## src/inc/iod_pkg.sv

```systemverilog
// shared constants and types for the io register space decoder
package iod_pkg;

  // address ranges seen by the core
  localparam logic [7:0] IO_TOP = 8'h3F;
  localparam logic [7:0] BIT_TOP = 8'h1F;
  localparam logic [7:0] DATA_IO_BASE = 8'h20;
  localparam logic [7:0] DATA_IO_TOP = 8'h5F;
  localparam logic [7:0] EXT_BASE = 8'h60;
  localparam int IO_REG_CNT = 40;
  localparam logic [5:0] IO_REG_LAST = 6'(IO_REG_CNT - 1);
  localparam int EE_TOP_BIT = 11;
  localparam logic [7:0] REG_RESET = 8'h00;

  // io register offsets
  localparam logic [5:0] OFS_PORT_A_PIN_LEVEL = 6'h00;
  localparam logic [5:0] OFS_PORT_A_DIRECTION = 6'h01;
  localparam logic [5:0] OFS_PORT_A_OUTPUT = 6'h02;
  localparam logic [5:0] OFS_PORT_B_PIN_LEVEL = 6'h03;
  localparam logic [5:0] OFS_PORT_B_DIRECTION = 6'h04;
  localparam logic [5:0] OFS_PORT_B_OUTPUT = 6'h05;
  localparam logic [5:0] OFS_PORT_C_PIN_LEVEL = 6'h06;
  localparam logic [5:0] OFS_PORT_C_DIRECTION = 6'h07;
  localparam logic [5:0] OFS_PORT_C_OUTPUT = 6'h08;
  localparam logic [5:0] OFS_PORT_D_PIN_LEVEL = 6'h09;
  localparam logic [5:0] OFS_PORT_D_DIRECTION = 6'h0A;
  localparam logic [5:0] OFS_PORT_D_OUTPUT = 6'h0B;
  localparam logic [5:0] OFS_PORT_E_PIN_LEVEL = 6'h0C;
  localparam logic [5:0] OFS_PORT_E_DIRECTION = 6'h0D;
  localparam logic [5:0] OFS_PORT_E_OUTPUT = 6'h0E;
  localparam logic [5:0] OFS_PORT_F_PIN_LEVEL = 6'h0F;
  localparam logic [5:0] OFS_PORT_F_DIRECTION = 6'h10;
  localparam logic [5:0] OFS_PORT_F_OUTPUT = 6'h11;
  localparam logic [5:0] OFS_PORT_G_PIN_LEVEL = 6'h12;
  localparam logic [5:0] OFS_PORT_G_DIRECTION = 6'h13;
  localparam logic [5:0] OFS_PORT_G_OUTPUT = 6'h14;
  localparam logic [5:0] OFS_TIMER0_FLAGS = 6'h15;
  localparam logic [5:0] OFS_TIMER1_FLAGS = 6'h16;
  localparam logic [5:0] OFS_TIMER2_FLAGS = 6'h17;
  localparam logic [5:0] OFS_TIMER3_FLAGS = 6'h18;
  localparam logic [5:0] OFS_EXTERNAL_IRQ_FLAGS = 6'h1C;
  localparam logic [5:0] OFS_EXTERNAL_IRQ_MASK = 6'h1D;
  localparam logic [5:0] OFS_GENERAL_PURPOSE_ZERO = 6'h1E;
  localparam logic [5:0] OFS_EEPROM_CONTROL = 6'h1F;
  localparam logic [5:0] OFS_EEPROM_DATA = 6'h20;
  localparam logic [5:0] OFS_EEPROM_ADDRESS_LOW = 6'h21;
  localparam logic [5:0] OFS_EEPROM_ADDRESS_HIGH = 6'h22;
  localparam logic [5:0] OFS_GENERAL_TIMER_CONTROL = 6'h23;
  localparam logic [5:0] OFS_TIMER0_CONTROL = 6'h24;
  localparam logic [5:0] OFS_RSVD_GAP = 6'h25;
  localparam logic [5:0] OFS_TIMER0_COUNT = 6'h26;
  localparam logic [5:0] OFS_TIMER0_COMPARE_A = 6'h27;

  // implemented bits per register
  localparam logic [7:0] FULL_MASK = 8'hFF;
  localparam logic [7:0] PORT_G_MASK = 8'h1F;
  localparam logic [7:0] TMR8_FLAG_MASK = 8'h03;
  localparam logic [7:0] TMR16_FLAG_MASK = 8'h2F;
  localparam logic [7:0] EE_HIGH_MASK = 8'h0F;
  localparam logic [7:0] EE_CTRL_MASK = 8'h0F;
  localparam logic [7:0] GTC_MASK = 8'h83;
  localparam logic [7:0] TC0_CTRL_MASK = 8'h7F;

  // access classes, one-hot
  typedef enum logic [7:0] {
    KIND_IO_IN = 8'h01,
    KIND_IO_OUT = 8'h02,
    KIND_DATA_LOAD = 8'h04,
    KIND_DATA_STORE = 8'h08,
    KIND_SET_BIT = 8'h10,
    KIND_CLR_BIT = 8'h20,
    KIND_SKIP_SET = 8'h40,
    KIND_SKIP_CLR = 8'h80
  } iod_kind_t;

  typedef struct packed {
    iod_kind_t kind;
    logic [7:0] addr;
    logic [2:0] bit_sel;
    logic [7:0] wdata;
  } iod_req_t;

  typedef struct packed {
    logic valid;
    logic refused;
    logic ext;
    logic skip;
    logic [7:0] rdata;
  } iod_rsp_t;

  typedef struct packed {
    logic hit;
    logic refused;
    logic ext;
    logic [5:0] io;
  } iod_dec_t;

endpackage : iod_pkg

```

## src/rtl/iod_io_decoder.sv

```systemverilog
// io register space decoder with bit access and write-one-to-clear flags
`timescale 1ns/10ps
`default_nettype none
////////////////////////////////////////////////////////////////////////
// Notes on behaviour
// RL1: set and clear bit instructions act only on io addresses 0x00 to 0x1F.
// RL2: skip instructions test any single bit of a low range register.
// RL3: timer and external flags clear on writing one; writing zero keeps them.
// RL4: a bit set or clear changes only the addressed bit.
// RL5: io in and out instructions use io addresses 0x00 to 0x3F.
// RL6: loads and stores see each io register at io address plus 0x20.
// RL7: data addresses 0x60 to 0xFF are for loads and stores only.
// RL8: software should write zero into reserved bit positions.
// RL9: software must never write reserved io addresses.
// RL10: eeprom address bits above the top implemented bit are ignored.
// RL11: reserved addresses and bits read zero; writes to them do nothing.
////////////////////////////////////////////////////////////////////////
module iod_io_decoder (
  input wire logic ref_clk_i,
  input wire logic rst_n_i,
  input wire logic req_valid_i,
  input wire iod_pkg::iod_req_t req_i,
  input wire logic [6:0][7:0] pin_level_i,
  input wire logic [4:0][7:0] flag_set_i,
  output var iod_pkg::iod_rsp_t rsp_o,
  output logic [iod_pkg::IO_REG_CNT-1:0][7:0] io_reg_o,
  output logic [iod_pkg::EE_TOP_BIT:0] eeprom_addr_o
);

  ////////////////////////////////////////////////////////////////////////
  // decoding helpers

  // map an access class and address onto an io index
  function automatic iod_pkg::iod_dec_t decode(
    input iod_pkg::iod_kind_t kind,
    input logic [7:0] addr
  );
    iod_pkg::iod_dec_t d;
    d = '0;
    case (kind)
      iod_pkg::KIND_IO_IN, iod_pkg::KIND_IO_OUT: begin
        d.hit = (addr <= iod_pkg::IO_TOP); // RL5
        d.refused = ~d.hit; // RL7
        d.io = addr[5:0];
      end
      iod_pkg::KIND_DATA_LOAD, iod_pkg::KIND_DATA_STORE: begin
        d.hit = (addr >= iod_pkg::DATA_IO_BASE) &&
                (addr <= iod_pkg::DATA_IO_TOP);
        d.ext = (addr >= iod_pkg::EXT_BASE); // RL7
        d.io = 6'(addr - iod_pkg::DATA_IO_BASE); // RL6
      end
      iod_pkg::KIND_SET_BIT, iod_pkg::KIND_CLR_BIT,
      iod_pkg::KIND_SKIP_SET, iod_pkg::KIND_SKIP_CLR: begin
        d.hit = (addr <= iod_pkg::BIT_TOP); // RL1 RL2
        d.refused = ~d.hit; // RL1
        d.io = addr[5:0];
      end
      default: begin
        d.refused = 1'b1;
      end
    endcase
    return d;
  endfunction : decode

  // software writable storage bits of each register
  function automatic logic [7:0] wr_mask(input logic [5:0] io);
    case (io)
      iod_pkg::OFS_PORT_A_DIRECTION, iod_pkg::OFS_PORT_A_OUTPUT,
      iod_pkg::OFS_PORT_B_DIRECTION, iod_pkg::OFS_PORT_B_OUTPUT,
      iod_pkg::OFS_PORT_C_DIRECTION, iod_pkg::OFS_PORT_C_OUTPUT,
      iod_pkg::OFS_PORT_D_DIRECTION, iod_pkg::OFS_PORT_D_OUTPUT,
      iod_pkg::OFS_PORT_E_DIRECTION, iod_pkg::OFS_PORT_E_OUTPUT,
      iod_pkg::OFS_PORT_F_DIRECTION, iod_pkg::OFS_PORT_F_OUTPUT,
      iod_pkg::OFS_EXTERNAL_IRQ_MASK, iod_pkg::OFS_GENERAL_PURPOSE_ZERO,
      iod_pkg::OFS_EEPROM_DATA, iod_pkg::OFS_EEPROM_ADDRESS_LOW,
      iod_pkg::OFS_TIMER0_COUNT, iod_pkg::OFS_TIMER0_COMPARE_A:
        return iod_pkg::FULL_MASK;
      iod_pkg::OFS_PORT_G_DIRECTION, iod_pkg::OFS_PORT_G_OUTPUT:
        return iod_pkg::PORT_G_MASK;
      iod_pkg::OFS_EEPROM_ADDRESS_HIGH:
        return iod_pkg::EE_HIGH_MASK; // RL10
      iod_pkg::OFS_EEPROM_CONTROL:
        return iod_pkg::EE_CTRL_MASK;
      iod_pkg::OFS_GENERAL_TIMER_CONTROL:
        return iod_pkg::GTC_MASK;
      iod_pkg::OFS_TIMER0_CONTROL:
        return iod_pkg::TC0_CTRL_MASK;
      default:
        return 8'h00; // RL11
    endcase
  endfunction : wr_mask

  // flag bits that clear on a written one
  function automatic logic [7:0] flag_mask(input logic [5:0] io);
    case (io)
      iod_pkg::OFS_TIMER0_FLAGS, iod_pkg::OFS_TIMER2_FLAGS:
        return iod_pkg::TMR8_FLAG_MASK;
      iod_pkg::OFS_TIMER1_FLAGS, iod_pkg::OFS_TIMER3_FLAGS:
        return iod_pkg::TMR16_FLAG_MASK;
      iod_pkg::OFS_EXTERNAL_IRQ_FLAGS:
        return iod_pkg::FULL_MASK;
      default:
        return 8'h00;
    endcase
  endfunction : flag_mask

  // slot of the flag set input feeding a flag register, msb = valid
  function automatic logic [3:0] flag_slot(input logic [5:0] io);
    case (io)
      iod_pkg::OFS_TIMER0_FLAGS: return 4'h8;
      iod_pkg::OFS_TIMER1_FLAGS: return 4'h9;
      iod_pkg::OFS_TIMER2_FLAGS: return 4'hA;
      iod_pkg::OFS_TIMER3_FLAGS: return 4'hB;
      iod_pkg::OFS_EXTERNAL_IRQ_FLAGS: return 4'hC;
      default: return 4'h0;
    endcase
  endfunction : flag_slot

  // port whose pin levels sit at an offset, msb = valid
  function automatic logic [3:0] pin_port(input logic [5:0] io);
    case (io)
      iod_pkg::OFS_PORT_A_PIN_LEVEL: return 4'h8;
      iod_pkg::OFS_PORT_B_PIN_LEVEL: return 4'h9;
      iod_pkg::OFS_PORT_C_PIN_LEVEL: return 4'hA;
      iod_pkg::OFS_PORT_D_PIN_LEVEL: return 4'hB;
      iod_pkg::OFS_PORT_E_PIN_LEVEL: return 4'hC;
      iod_pkg::OFS_PORT_F_PIN_LEVEL: return 4'hD;
      iod_pkg::OFS_PORT_G_PIN_LEVEL: return 4'hE;
      default: return 4'h0;
    endcase
  endfunction : pin_port

  ////////////////////////////////////////////////////////////////////////
  // state and read path

  logic [iod_pkg::IO_REG_CNT-1:0][7:0] regs;
  logic [iod_pkg::IO_REG_CNT-1:0][7:0] next_regs;
  iod_pkg::iod_rsp_t next_rsp;
  iod_pkg::iod_dec_t dec;
  logic acc;
  logic wr_acc;
  logic io_op;
  logic data_op;
  logic bit_op;
  logic skip_op;
  logic read_op;
  logic [7:0] bmask;
  logic [7:0] cur_rd;
  logic [7:0] upd_m;
  logic [7:0] upd_v;
  logic [7:0] clr;
  logic [7:0] set_b;
  logic [7:0] wm;
  logic [7:0] fm;
  logic [3:0] slot;
  logic [3:0] pin_sel;
  logic [15:0] ee_full;

  // classify the request
  assign io_op = (req_i.kind == iod_pkg::KIND_IO_IN) ||
                 (req_i.kind == iod_pkg::KIND_IO_OUT);
  assign data_op = (req_i.kind == iod_pkg::KIND_DATA_LOAD) ||
                   (req_i.kind == iod_pkg::KIND_DATA_STORE);
  assign bit_op = (req_i.kind == iod_pkg::KIND_SET_BIT) ||
                  (req_i.kind == iod_pkg::KIND_CLR_BIT);
  assign skip_op = (req_i.kind == iod_pkg::KIND_SKIP_SET) ||
                   (req_i.kind == iod_pkg::KIND_SKIP_CLR);
  assign read_op = (req_i.kind == iod_pkg::KIND_IO_IN) ||
                   (req_i.kind == iod_pkg::KIND_DATA_LOAD) || skip_op;
  assign dec = decode(req_i.kind, req_i.addr);
  assign acc = req_valid_i && dec.hit && (dec.io <= iod_pkg::IO_REG_LAST);
  assign wr_acc = acc && !read_op;
  assign bmask = 8'h01 << req_i.bit_sel;
  assign pin_sel = pin_port(dec.io);

  // current value of the addressed register, reserved bits as zero
  always_comb begin : read_mux
    cur_rd = 8'h00; // RL11
    if (pin_sel[3]) begin
      cur_rd = pin_level_i[pin_sel[2:0]];
      if (pin_sel[2:0] == 3'h6) begin
        cur_rd = cur_rd & iod_pkg::PORT_G_MASK;
      end
    end else if (dec.io <= iod_pkg::IO_REG_LAST) begin
      cur_rd = regs[dec.io] & (wr_mask(dec.io) | flag_mask(dec.io));
    end
  end

  ////////////////////////////////////////////////////////////////////////
  // register update

  // how the write touches storage: whole byte or one bit
  always_comb begin : write_shape
    upd_m = iod_pkg::FULL_MASK;
    upd_v = req_i.wdata;
    clr = req_i.wdata; // RL3
    case (req_i.kind)
      iod_pkg::KIND_SET_BIT: begin
        upd_m = bmask; // RL4
        upd_v = iod_pkg::FULL_MASK;
        clr = bmask; // RL4
      end
      iod_pkg::KIND_CLR_BIT: begin
        upd_m = bmask; // RL4
        upd_v = 8'h00;
        clr = 8'h00; // RL3
      end
      default: begin
        upd_m = iod_pkg::FULL_MASK;
      end
    endcase
  end

  // next register contents; a hardware set beats a same-cycle clear
  always_comb begin : next_state
    next_regs = regs;
    set_b = 8'h00;
    wm = 8'h00;
    fm = 8'h00;
    slot = 4'h0;
    for (int i = 0; i < iod_pkg::IO_REG_CNT; i++) begin
      wm = wr_mask(6'(i));
      fm = flag_mask(6'(i));
      slot = flag_slot(6'(i));
      set_b = slot[3] ? (flag_set_i[slot[2:0]] & fm) : 8'h00;
      if (wr_acc && (dec.io == 6'(i))) begin
        next_regs[i] = (regs[i] & ~(upd_m & wm)) | (upd_v & upd_m & wm);
        next_regs[i] = next_regs[i] & ~(clr & fm); // RL3
      end
      next_regs[i] = next_regs[i] | set_b;
    end
  end

  // response for the request taken this cycle
  always_comb begin : next_answer
    next_rsp = '0;
    next_rsp.valid = req_valid_i;
    next_rsp.refused = req_valid_i && dec.refused; // RL1 RL5
    next_rsp.ext = req_valid_i && dec.ext; // RL7
    if (acc && read_op) begin
      next_rsp.rdata = cur_rd; // RL6
    end
    if (acc && skip_op) begin
      next_rsp.skip = cur_rd[req_i.bit_sel] ^
                      (req_i.kind == iod_pkg::KIND_SKIP_CLR); // RL2
    end
  end

  // registers
  always_ff @(posedge ref_clk_i) begin : regs_ff
    if (!rst_n_i) begin
      regs <= {iod_pkg::IO_REG_CNT{iod_pkg::REG_RESET}};
      rsp_o <= '0;
    end else begin
      regs <= next_regs;
      rsp_o <= next_rsp;
    end
  end

  // outputs to the peripherals
  assign io_reg_o = regs;
  assign ee_full = {regs[iod_pkg::OFS_EEPROM_ADDRESS_HIGH],
                    regs[iod_pkg::OFS_EEPROM_ADDRESS_LOW]};
  assign eeprom_addr_o = ee_full[iod_pkg::EE_TOP_BIT:0]; // RL10

  ////////////////////////////////////////////////////////////////////////
  // checks

  // helper values sampled by the checks below
  logic bit_val;
  logic skip_clr;
  logic [7:0] sel_store;
  assign bit_val = cur_rd[req_i.bit_sel];
  assign skip_clr = (req_i.kind == iod_pkg::KIND_SKIP_CLR);
  assign sel_store = (dec.io <= iod_pkg::IO_REG_LAST) ? regs[dec.io] : 8'h00;
endmodule : iod_io_decoder
`default_nettype wire

```

## config.mk

```make
export PLATFORM = sky130hd
export DESIGN_NAME = iod_io_decoder
export DESIGN_NICKNAME = d
export VERILOG_FILES = /design/src/inc/iod_pkg.sv /design/src/rtl/iod_io_decoder.sv
export SDC_FILE = /design/constraint.sdc
export NUM_CORES = 1
export LEC_CHECK = 0
export BUFFER_PORTS_ARGS = -buffer_cell sky130_fd_sc_hd__buf_2
export CORE_ASPECT_RATIO = 0.9
export CORE_MARGIN = 2
export CORE_UTILIZATION = 40
export CTS_CLUSTER_SIZE = 24
export DETAILED_ROUTE_END_ITERATION = 10
export PLACE_DENSITY = 0.68
export SLEW_MARGIN = 5
export SYNTH_ARGS = -nofsm -noshare
export SYNTH_HDL_FRONTEND = slang
export SYNTH_SLANG_ARGS = --single-unit
```

## constraint.sdc

```tcl
create_clock -name ref_clk_i -period 5.65 [get_ports ref_clk_i]
set_input_delay 0.565 -clock ref_clk_i [delete_from_list [all_inputs] [get_ports ref_clk_i]]
set_output_delay 0.565 -clock ref_clk_i [all_outputs]
set_load 0.05 [all_outputs]
```

# Word-level counts from Yosys, hierarchy flattened
# Memory sizes are Yosys's and may differ from the RTL's.
# Index checks and enable logic that the tools add are counted.
# op_classes
addsub	1
magnitude_cmp	9
eq_ne	44
n_shift	1
muxes	27
n_bitwise	72
reduce_logical	51
# ops
op	count
$and A8 B8 Y8	31
$or A8 B8 Y8	21
$mux W8	15
$eq A6 B5 Y1 const B	13
$bmux W8 S6	1
$eq A6 B4 Y1 const B	8
$eq A6 B6 Y1 const B	7
$logic_and A1 B1 Y1	37
$pmux W8 S2	2
$pmux W4 S7	1
$bmux W8 S3	1
$eq A6 B3 Y1 const B	4
$not A8 Y8	3
$pmux W8 S3	1
$or A8 B2 Y8	2
$or A8 B4 Y8	2
$or A8 B5 Y8	2
$or A8 B6 Y8	2
$eq A6 B2 Y1 const B	2
$pmux W6 S2	1
$reduce_or A2 Y1	5
$eq A8 B1 Y1 const B	1
$eq A8 B2 Y1 const B	1
$eq A8 B3 Y1 const B	1
other kinds (34)	41
# totals
reg_bits	244
romBits	512
in_bits	126
out_inout_bits	344
word_cells	240
n_memories	1
# mem_list
name	words	width	rd	rd_clocked_by_memory_dff	write_ports	line	text
(no name shown)	64	8	1	0	0	iod_io_decoder.sv:67	case (io)

# Depth between registers and ports, before layout
# Gate-level depths: netlist (run 1).
# depth
ltp_word	15
ltp_mapped	22

# Worst setup path before layout (run 1)
# No wires, ideal clock.
# synth_timing
path_kind	input -> register
from	input port req_i[21] in the netlist's numbering
to	register rsp_o[8] in the netlist's numbering
setup_ps	123
arrival_ps	5235
setup_slack_ps	291
cell_stages	19
path_buffers	5
cell_sequence	buf_2 > nor2_1 > nand2_1 > o211ai_2 > buf_2 > buf_1 > buf_2 > nand2_1 > inv_1 > ha_1 > clkbuf_1 > nand2_1 > o21a_2 > o21ai_2 > mux4_2 > a221o_1 > a221o_1 > a311oi_2 > mux2_1
# synth_between
elab_chain_cells	15
word_cells_on_any_way	54
classes_between	order compare: 1; eq/ne: 20; mux: 17; bitwise: 3; reduce/logical: 12; memory: 1
# synth_lines
item	line	text
start, declared	iod_io_decoder.sv:22	input wire iod_pkg::iod_req_t req_i,
parallel branches: the longest is 15 deep, another holds $mem_v2 Z64 W8	n/a	
end signal, assigned	iod_io_decoder.sv:256	rsp_o <= next_rsp;
end, declared	iod_io_decoder.sv:25	output var iod_pkg::iod_rsp_t rsp_o,
# Parallel ways; which one is timed is not known. The select of a mux whose other input is x is not followed.
# A chain may end at the register's enable or synchronous reset.

# Worst setup path after layout (run 1)
# Same ends and word-level chain as after synthesis.

==> flow_summary.yaml, run 1 <==
critical_path:
  critPathKind: "primary input to flip-flop"
  crit_path_start_kind: "primary input"
  worstSetupEndpointType: "flip-flop"
  crit_required_ns: 6.06
  crit_path_max_fanout: 48
  cp.arrival_ns: 5.03
routing:
  totalWireLength_mm: 56.2
  wl_met1_mm: 21.8
  wl_met2_mm: 24.9
  drt_iter0_markers: 1675
  wl_per_cell_um: 24.9
  wl_met3_mm: 6.66
  drtPass1Iterations: 5
  highest-signal-layer: "met4"
  final_antenna_net_count: 0
  viasPerCell: 6.03
  drc: 0
  dr_total_vias: 13600
synth:
  synthFlopType: "dfxtp_1"
  synthesis.area_mm2: 0.0127
  ys.warnings.count: 0
  synth-edff-count: 0
  async_flop_share: 0
  avgSynthCellArea_um2: 7.96
  ys_seq_elements: 206
  syn_inst: 1591
  seq_area_frac_synth: 0.326
  ys_types: 87
timing:
  tns_ns: 0
  setup_violations: 0
  setup_slack_ns: 1.03
  hold_violations: 0
  min_period_ns: 4.62
  rsz0062_at_grt: "false"
  skew_ns: 0.0182
  fmax_ghz: 0.216
  maxSlewViolCount: 0
  fin_crit_sh: 0.818
  worst_pin_slew_ns: 1.23
  hold_ws_ns: 0.234
  relSlewSlack: 0.182
finish:
  final_cells: 2252
  design_area_mm2: 0.0148
  final_nets: 1960
  layout_commonest_cell: "buf_2"
  final_layout_size_suffix_gt1_frac: 0.249
  final_cell_mix: "buf_2 (322), dfxtp_1 (206), nor2_1 (185)"
  final_core_util: 0.477
  fill_cells: 3151
  area_growth_pct: 17.1
cts:
  cts.sinks: 206
  cts.reportedPaths.clkPinSlew_ns: 0.06
  hold_buffers: 0
  cts_setup_buffers: 0
  clk_latency_ns: 0.54
  cts-resized-gates: 0
  root_buffer: "clkbuf_16"
  clockBufferDepth: 3
  cts_tree: "done"
  htreeDepth: 1
  cts_buffers: 24
grt:
  antenna_found_initial: 2
  grt_max_degree: 94
  grt_pass1_wl_mm: 79.9
  grt_overflow_total: 0
  first_global_vias: 12200
  track_usage: 0.320
floorplanning:
  start_util: 0.408
  coreArea_mm2: 0.0311
  rows: 61
  die_y_um: 173
  io_pins: 470
  die_w_um: 192
  die_area_mm2: 0.0331
power:
  switching_share: 0.303
  p_leak_nw: 6.46
  p_int_mw: 2.62
  clock_power_share: 0.451
  fin_total_pwr_mw: 3.76
  seq_power_share: 0.394
  p_per_area_mw_per_mm2: 254
  max-vdd-ir-drop_v: 0.000209
  p_switching_mw: 1.14
  power_frac_comb: 0.155
outcome:
  status: "completed"
place:
  place_ws_ns: 0.575
  dp_hpwl_mm: 42.2
  port_buffers: 322
  placed_area_mm2: 0.0140
  dp.cells: 2209
  place.gp.congestion: 1.06
hold_path:
  hp-class: "primary input to flip-flop"
flow_run:
  cap_violations: 0
## synthesized netlist by cell type (all sizes together) (3+ instances only)
cell | count | area [um2]
a2111oi | 9 | 85.1
a211oi | 63 | 473
a21o | 18 | 135
a21oi | 154 | 782
a221o | 7 | 70.1
a221oi | 27 | 254
a22o | 3 | 26.3
a22oi | 11 | 82.6
a311oi | 39 | 348
a31oi | 18 | 113
a32o | 4 | 40.0
a32oi | 10 | 87.6
and2 | 7 | 43.8
and3 | 19 | 119
buf | 169 | 1190
clkbuf | 105 | 398
dfxtp | 206 | 4120
ha | 8 | 100
inv | 23 | 86.3
mux2 | 16 | 180
mux2i | 62 | 621
mux4 | 5 | 113
nand2 | 70 | 265
nand2b | 6 | 40.0
nand3 | 51 | 255
nand3b | 3 | 22.5
nand4 | 12 | 75.1
nand4b | 3 | 32.5
nor2 | 185 | 694
nor2b | 16 | 100
nor3 | 52 | 260
nor3b | 3 | 22.5
nor4 | 11 | 118
nor4b | 5 | 62.6
o211ai | 18 | 140
o21a | 4 | 31.3
o21ai | 77 | 389
o221ai | 3 | 43.8
o22ai | 12 | 81.3
o31ai | 5 | 37.5
or2 | 9 | 56.3
or3 | 36 | 225
## layer usage
layer	vias to the layer above	track usage
li1	6075	-
met1	6415	0.418
met2	946	0.497
met3	144	0.0763
met4	0	0.149
met5	-	0
## worst paths after layout
path,startpoint,end,slack [ns],depth (start not counted)
worst min-delay path,flag_set_i[26],io_reg_o[194],0.23,3
worst max-delay path,req_i[21],rsp_o[8],1.03,16
worst min register to register,flip-flop,flip-flop,0.50,2
worst max register to register,flip-flop,rsp_o[8],2.47,10
## area by class of cell
class	count	area, um2	area share
tap	409	512	0.0345
antenna	2	5.00	0.000338
sequential	206	4120	0.278
inverter	24	92.6	0.00624
multi-input combinational	1212	7360	0.496
timing repair buffer	358	1880	0.127
clock inverter	12	205	0.0138
clock buffer	29	649	0.0438
## power groups by stage
stage	Combinational (mW)	Sequential (mW)	Clock, mW
floorplan	0.440	1.55	0
CTS	0.567	1.48	1.71
finish	0.582	1.48	1.70
global placement	0.565	1.51	0
global route	0.603	1.48	1.76
detailed placement	0.567	1.51	0
## cells by family after synthesis
family | Yosys count | synth area share
compound gates | 499 | 0.267
xor+xnor | 3 | 0.00208
fa+ha+maj | 8 | 0.00790
buf+inv | 298 | 0.133
flops | 206 | 0.326
mux | 83 | 0.0721
other cells | 1 | 0.000296
simple gates | 493 | 0.192
## worst max-delay path, cell delays in order
cell      delay [ns]
buf_2           0.14
nor2_1          0.54
o211ai_1        0.37
o211a_2         0.26
nor2_1          0.12
buf_4           0.15
ha_1            0.16
buf_4           0.49
o221ai_4        0.29
nand2_2         0.31
mux2_2          0.38
a21oi_1         0.17
a21oi_1         0.09
a221o_1         0.31
a311oi_2        0.33
mux2_1          0.35
Note: power is estimated with default switching activity, not from simulation.
==> run 2, diff against run 1 <==
--- a/config.mk
+++ b/config.mk
@@ -5,13 +5,14 @@
 export SDC_FILE = /design/constraint.sdc
 export NUM_CORES = 1
 export LEC_CHECK = 0
+export ABC_AREA = 1
 export BUFFER_PORTS_ARGS = -buffer_cell sky130_fd_sc_hd__buf_2
 export CORE_ASPECT_RATIO = 0.9
 export CORE_MARGIN = 2
 export CORE_UTILIZATION = 40
 export CTS_CLUSTER_SIZE = 24
 export DETAILED_ROUTE_END_ITERATION = 10
-export PLACE_DENSITY = 0.68
+export PLACE_DENSITY = 0.65
 export SLEW_MARGIN = 5
 export SYNTH_ARGS = -nofsm -noshare
 export SYNTH_HDL_FRONTEND = slang
==> constraint.sdc (replaced) <==
create_clock -name ref_clk_i -period 4.69 [get_ports ref_clk_i]
set_input_delay 0.469 -clock ref_clk_i [delete_from_list [all_inputs] [get_ports ref_clk_i]]
set_output_delay 0.469 -clock ref_clk_i [all_outputs]
set_load 0.05 [all_outputs]
==> run 2 against run 1 <==
Net effect:
- clock-buffer cell count rose by 3
- utilization fell by 0.70 points
- routed wire length fell by 0.82%
- sequential power rose by 20%
- critical path type unchanged
- power rose by 16%
- final area rose by 1.1%
- via count rose by 4.9%
- largest cell class unchanged
==> flow_summary.yaml, run 2 <==
synth:
  synth_compound_area_frac: 0.219
  synth_most_common_cell: "nand2_1"
  seq_area_frac_synth: 0.319
  synth_top_family_by_area: "simple AND/OR/NAND/NOR gates"
  async_flop_share: 0
  synth_adder_area_share: 0.00773
  ys_types: 47
  synthesis.area_mm2: 0.0129
  synth_commonest_cells: "nand2_1 (418), a21oi_1 (221), dfxtp_1 (206), inv_1 (173), buf_4 (154)"
  synth-edff-count: 0
  synth_top_area_share: 0.319
  avgSynthCellArea_um2: 6.71
  synth.largest_area_cell: "dfxtp_1"
  syn_inst: 1928
  synth_mux_area_frac: 0
  ys_seq_elements: 206
  synthFlopType: "dfxtp_1"
  yosys-top-cells-area: "dfxtp_1 (32%), nand2_1 (12%), buf_4 (8.9%)"
  ys.warnings.count: 0
  synth_simple_gate_area_frac: 0.274
  yosys.area_share.xor_xnor: 0
grt:
  grt_pass1_wl_mm: 80.5
  antenna_found_initial: 2
  grt_max_degree: 92
  first_global_vias: 12600
  track_usage: 0.310
  grt_overflow_total: 0
cts:
  hold_buffers: 0
  clockBufferDepth: 3
  cts-resized-gates: 0
  cts_setup_buffers: 0
  root_buffer: "clkbuf_16"
  clk_latency_ns: 0.56
  htreeDepth: 1
  cts.sinks: 206
  cts_buffers: 24
  cts_tree: "done"
  cts.reportedPaths.clkPinSlew_ns: 0.06
floorplanning:
  start_util: 0.406
  die_area_mm2: 0.0338
  coreArea_mm2: 0.0319
  die_w_um: 194
  io_pins: 470
  rows: 62
  die_y_um: 175
power:
  seq_power_share: 0.408
  p_leak_nw: 7.50
  p_int_mw: 3.00
  power_frac_comb: 0.148
  switching_share: 0.311
  fin_total_pwr_mw: 4.35
  p_switching_mw: 1.35
  p_per_area_mw_per_mm2: 290
  clock_power_share: 0.444
  max-vdd-ir-drop_v: 0.000256
routing:
  final_antenna_net_count: 0
  wl_per_cell_um: 21.3
  drc: 0
  dr_total_vias: 14300
  drt_iter0_markers: 1399
  drtPass1Iterations: 6
  viasPerCell: 5.45
  totalWireLength_mm: 55.7
finish:
  fill_cells: 3347
  design_area_mm2: 0.0150
  final_core_util: 0.470
  final_layout_size_suffix_gt1_frac: 0.210
  layout_commonest_cell: "nand2_1"
  area_growth_pct: 15.8
  final_nets: 2318
  final_cell_mix: "nand2_1 (418), buf_2 (322), a21oi_1 (221)"
critical_path:
  path_cells: "buf_2, inv_1, nand2_1, nand3_1, nor2_1, nor2_4, nand3_4, nand2_2, inv_2, nor2_1, nor2_1, inv_2, nand2_1, a21oi_2, nand2_2, inv_1, nand4_1, nor2_1, o21ai_0, a21oi_1"
  crit_required_ns: 5.14
  r2r_slack_ns: 2.51
  critPathKind: "primary input to flip-flop"
  cp_common_cell: "nor2_1"
  critPathSlowestCell: "nand4_1"
  path_buf_inv: 5
  crit_family: "simple AND/OR/NAND/NOR gates"
  cp.arrival_ns: 4.10
  slowest_delay_ns: 0.50
  crit_path_max_fanout: 19
  crit_path_start_kind: "primary input"
  worstSetupEndpointType: "flip-flop"
timing:
  hold_violations: 0
  rsz0062_at_grt: "false"
  worst_pin_slew_ns: 1.20
  skew_ns: 0.0288
  maxSlewViolCount: 0
  fin_crit_sh: 0.778
  hold_ws_ns: 0.140
  setup_violations: 0
  fmax_ghz: 0.274
  min_period_ns: 3.65
  relSlewSlack: 0.194
  tns_ns: 0
flow_run:
  cap_violations: 0
place:
  port_buffers: 322
  place.gp.congestion: 1.05
  placed_area_mm2: 0.0142
  dp_hpwl_mm: 41.7
outcome:
  status: "completed"
hold_path:
  hp-class: "primary input to flip-flop"
run 2: cell types whose count changed in the layout (fill, tap and decap cells not counted), moves of 63 or more:
cell	delta
nand2_1	+349
a21oi_1	+75
inv_1	+150
nand3_1	+96
a211oi_1	-63
run 2: area by class of cell:
| class | instances | area (um2) | area share |
|---|---|---|---|
| clock buffers | 32 | 681 | 0.0454 |
| inverters | 202 | 759 | 0.0507 |
| clock inverters | 8 | 118 | 0.00784 |
| flip-flops and latches | 206 | 4120 | 0.275 |
| diodes | 3 | 7.51 | 0.000501 |
| well taps | 416 | 520 | 0.0347 |
| multi-input cells | 1401 | 6960 | 0.464 |
| repair buffers | 349 | 1830 | 0.122 |
run 2: routing by layer:
| metal | global-route usage | wire length (um) |
|---|---|---|
| met5 | 0 | 0 |
| met4 | 0.0996 | 1790 |
| met3 | 0.0616 | 5660 |
| met2 | 0.510 | 25700 |
| met1 | 0.409 | 22600 |
run 2: logic make-up (layout without fill, tap and decap cells):
kind of cell / count (synthesis) / after routing
fa+ha+maj: 8 / 8
flops: 206 / 206
compound gates: 491 / 491
buf+inv: 446 / 591
other cells: 1 / 129
simple gates: 776 / 776
run 2: worst reg2reg max path, stage by stage, from the launching register on:
cell	delay, ns
dfxtp_1	0.37
o21ai_0	0.11
o21ai_0	0.30
nand2_1	0.21
a21oi_1	0.24
nand3_1	0.11
o21ai_1	0.16
nand2_1	0.10
nand2_1	0.07
nand2_1	0.06
a21oi_2	0.12
nand3_1	0.09
nand2_1	0.08
nor2_1	0.04
run 2: power groups by stage:
stage	Clock, mW	Combinational, mW	Sequential (mW)
4_1_cts	1.94	0.633	1.78
3_3_place_gp	0	0.631	1.82
5_1_grt	2.00	0.677	1.78
6_report	1.93	0.645	1.78
3_5_place_dp	0	0.631	1.82
2_1_floorplan	0	0.505	1.86
run 2: metrics by stage:
stage,setup slack [ns],std cells
6_report,1.04,2617
5_1_grt,0.812,2616
4_1_cts,1.18,2614
3_5_place_dp,0.646,2574
3_3_place_gp,0.653,2574
2_1_floorplan,1.32,2053
run 2: final timing paths:
check | start | endpoint | cells after the start
min reg2reg | flip-flop | flip-flop | 2
max reg2reg | flip-flop | rsp_o[8] | 13
max | req_i[24] | flip-flop | 20
min | flag_set_i[36] | io_reg_o[228] | 3
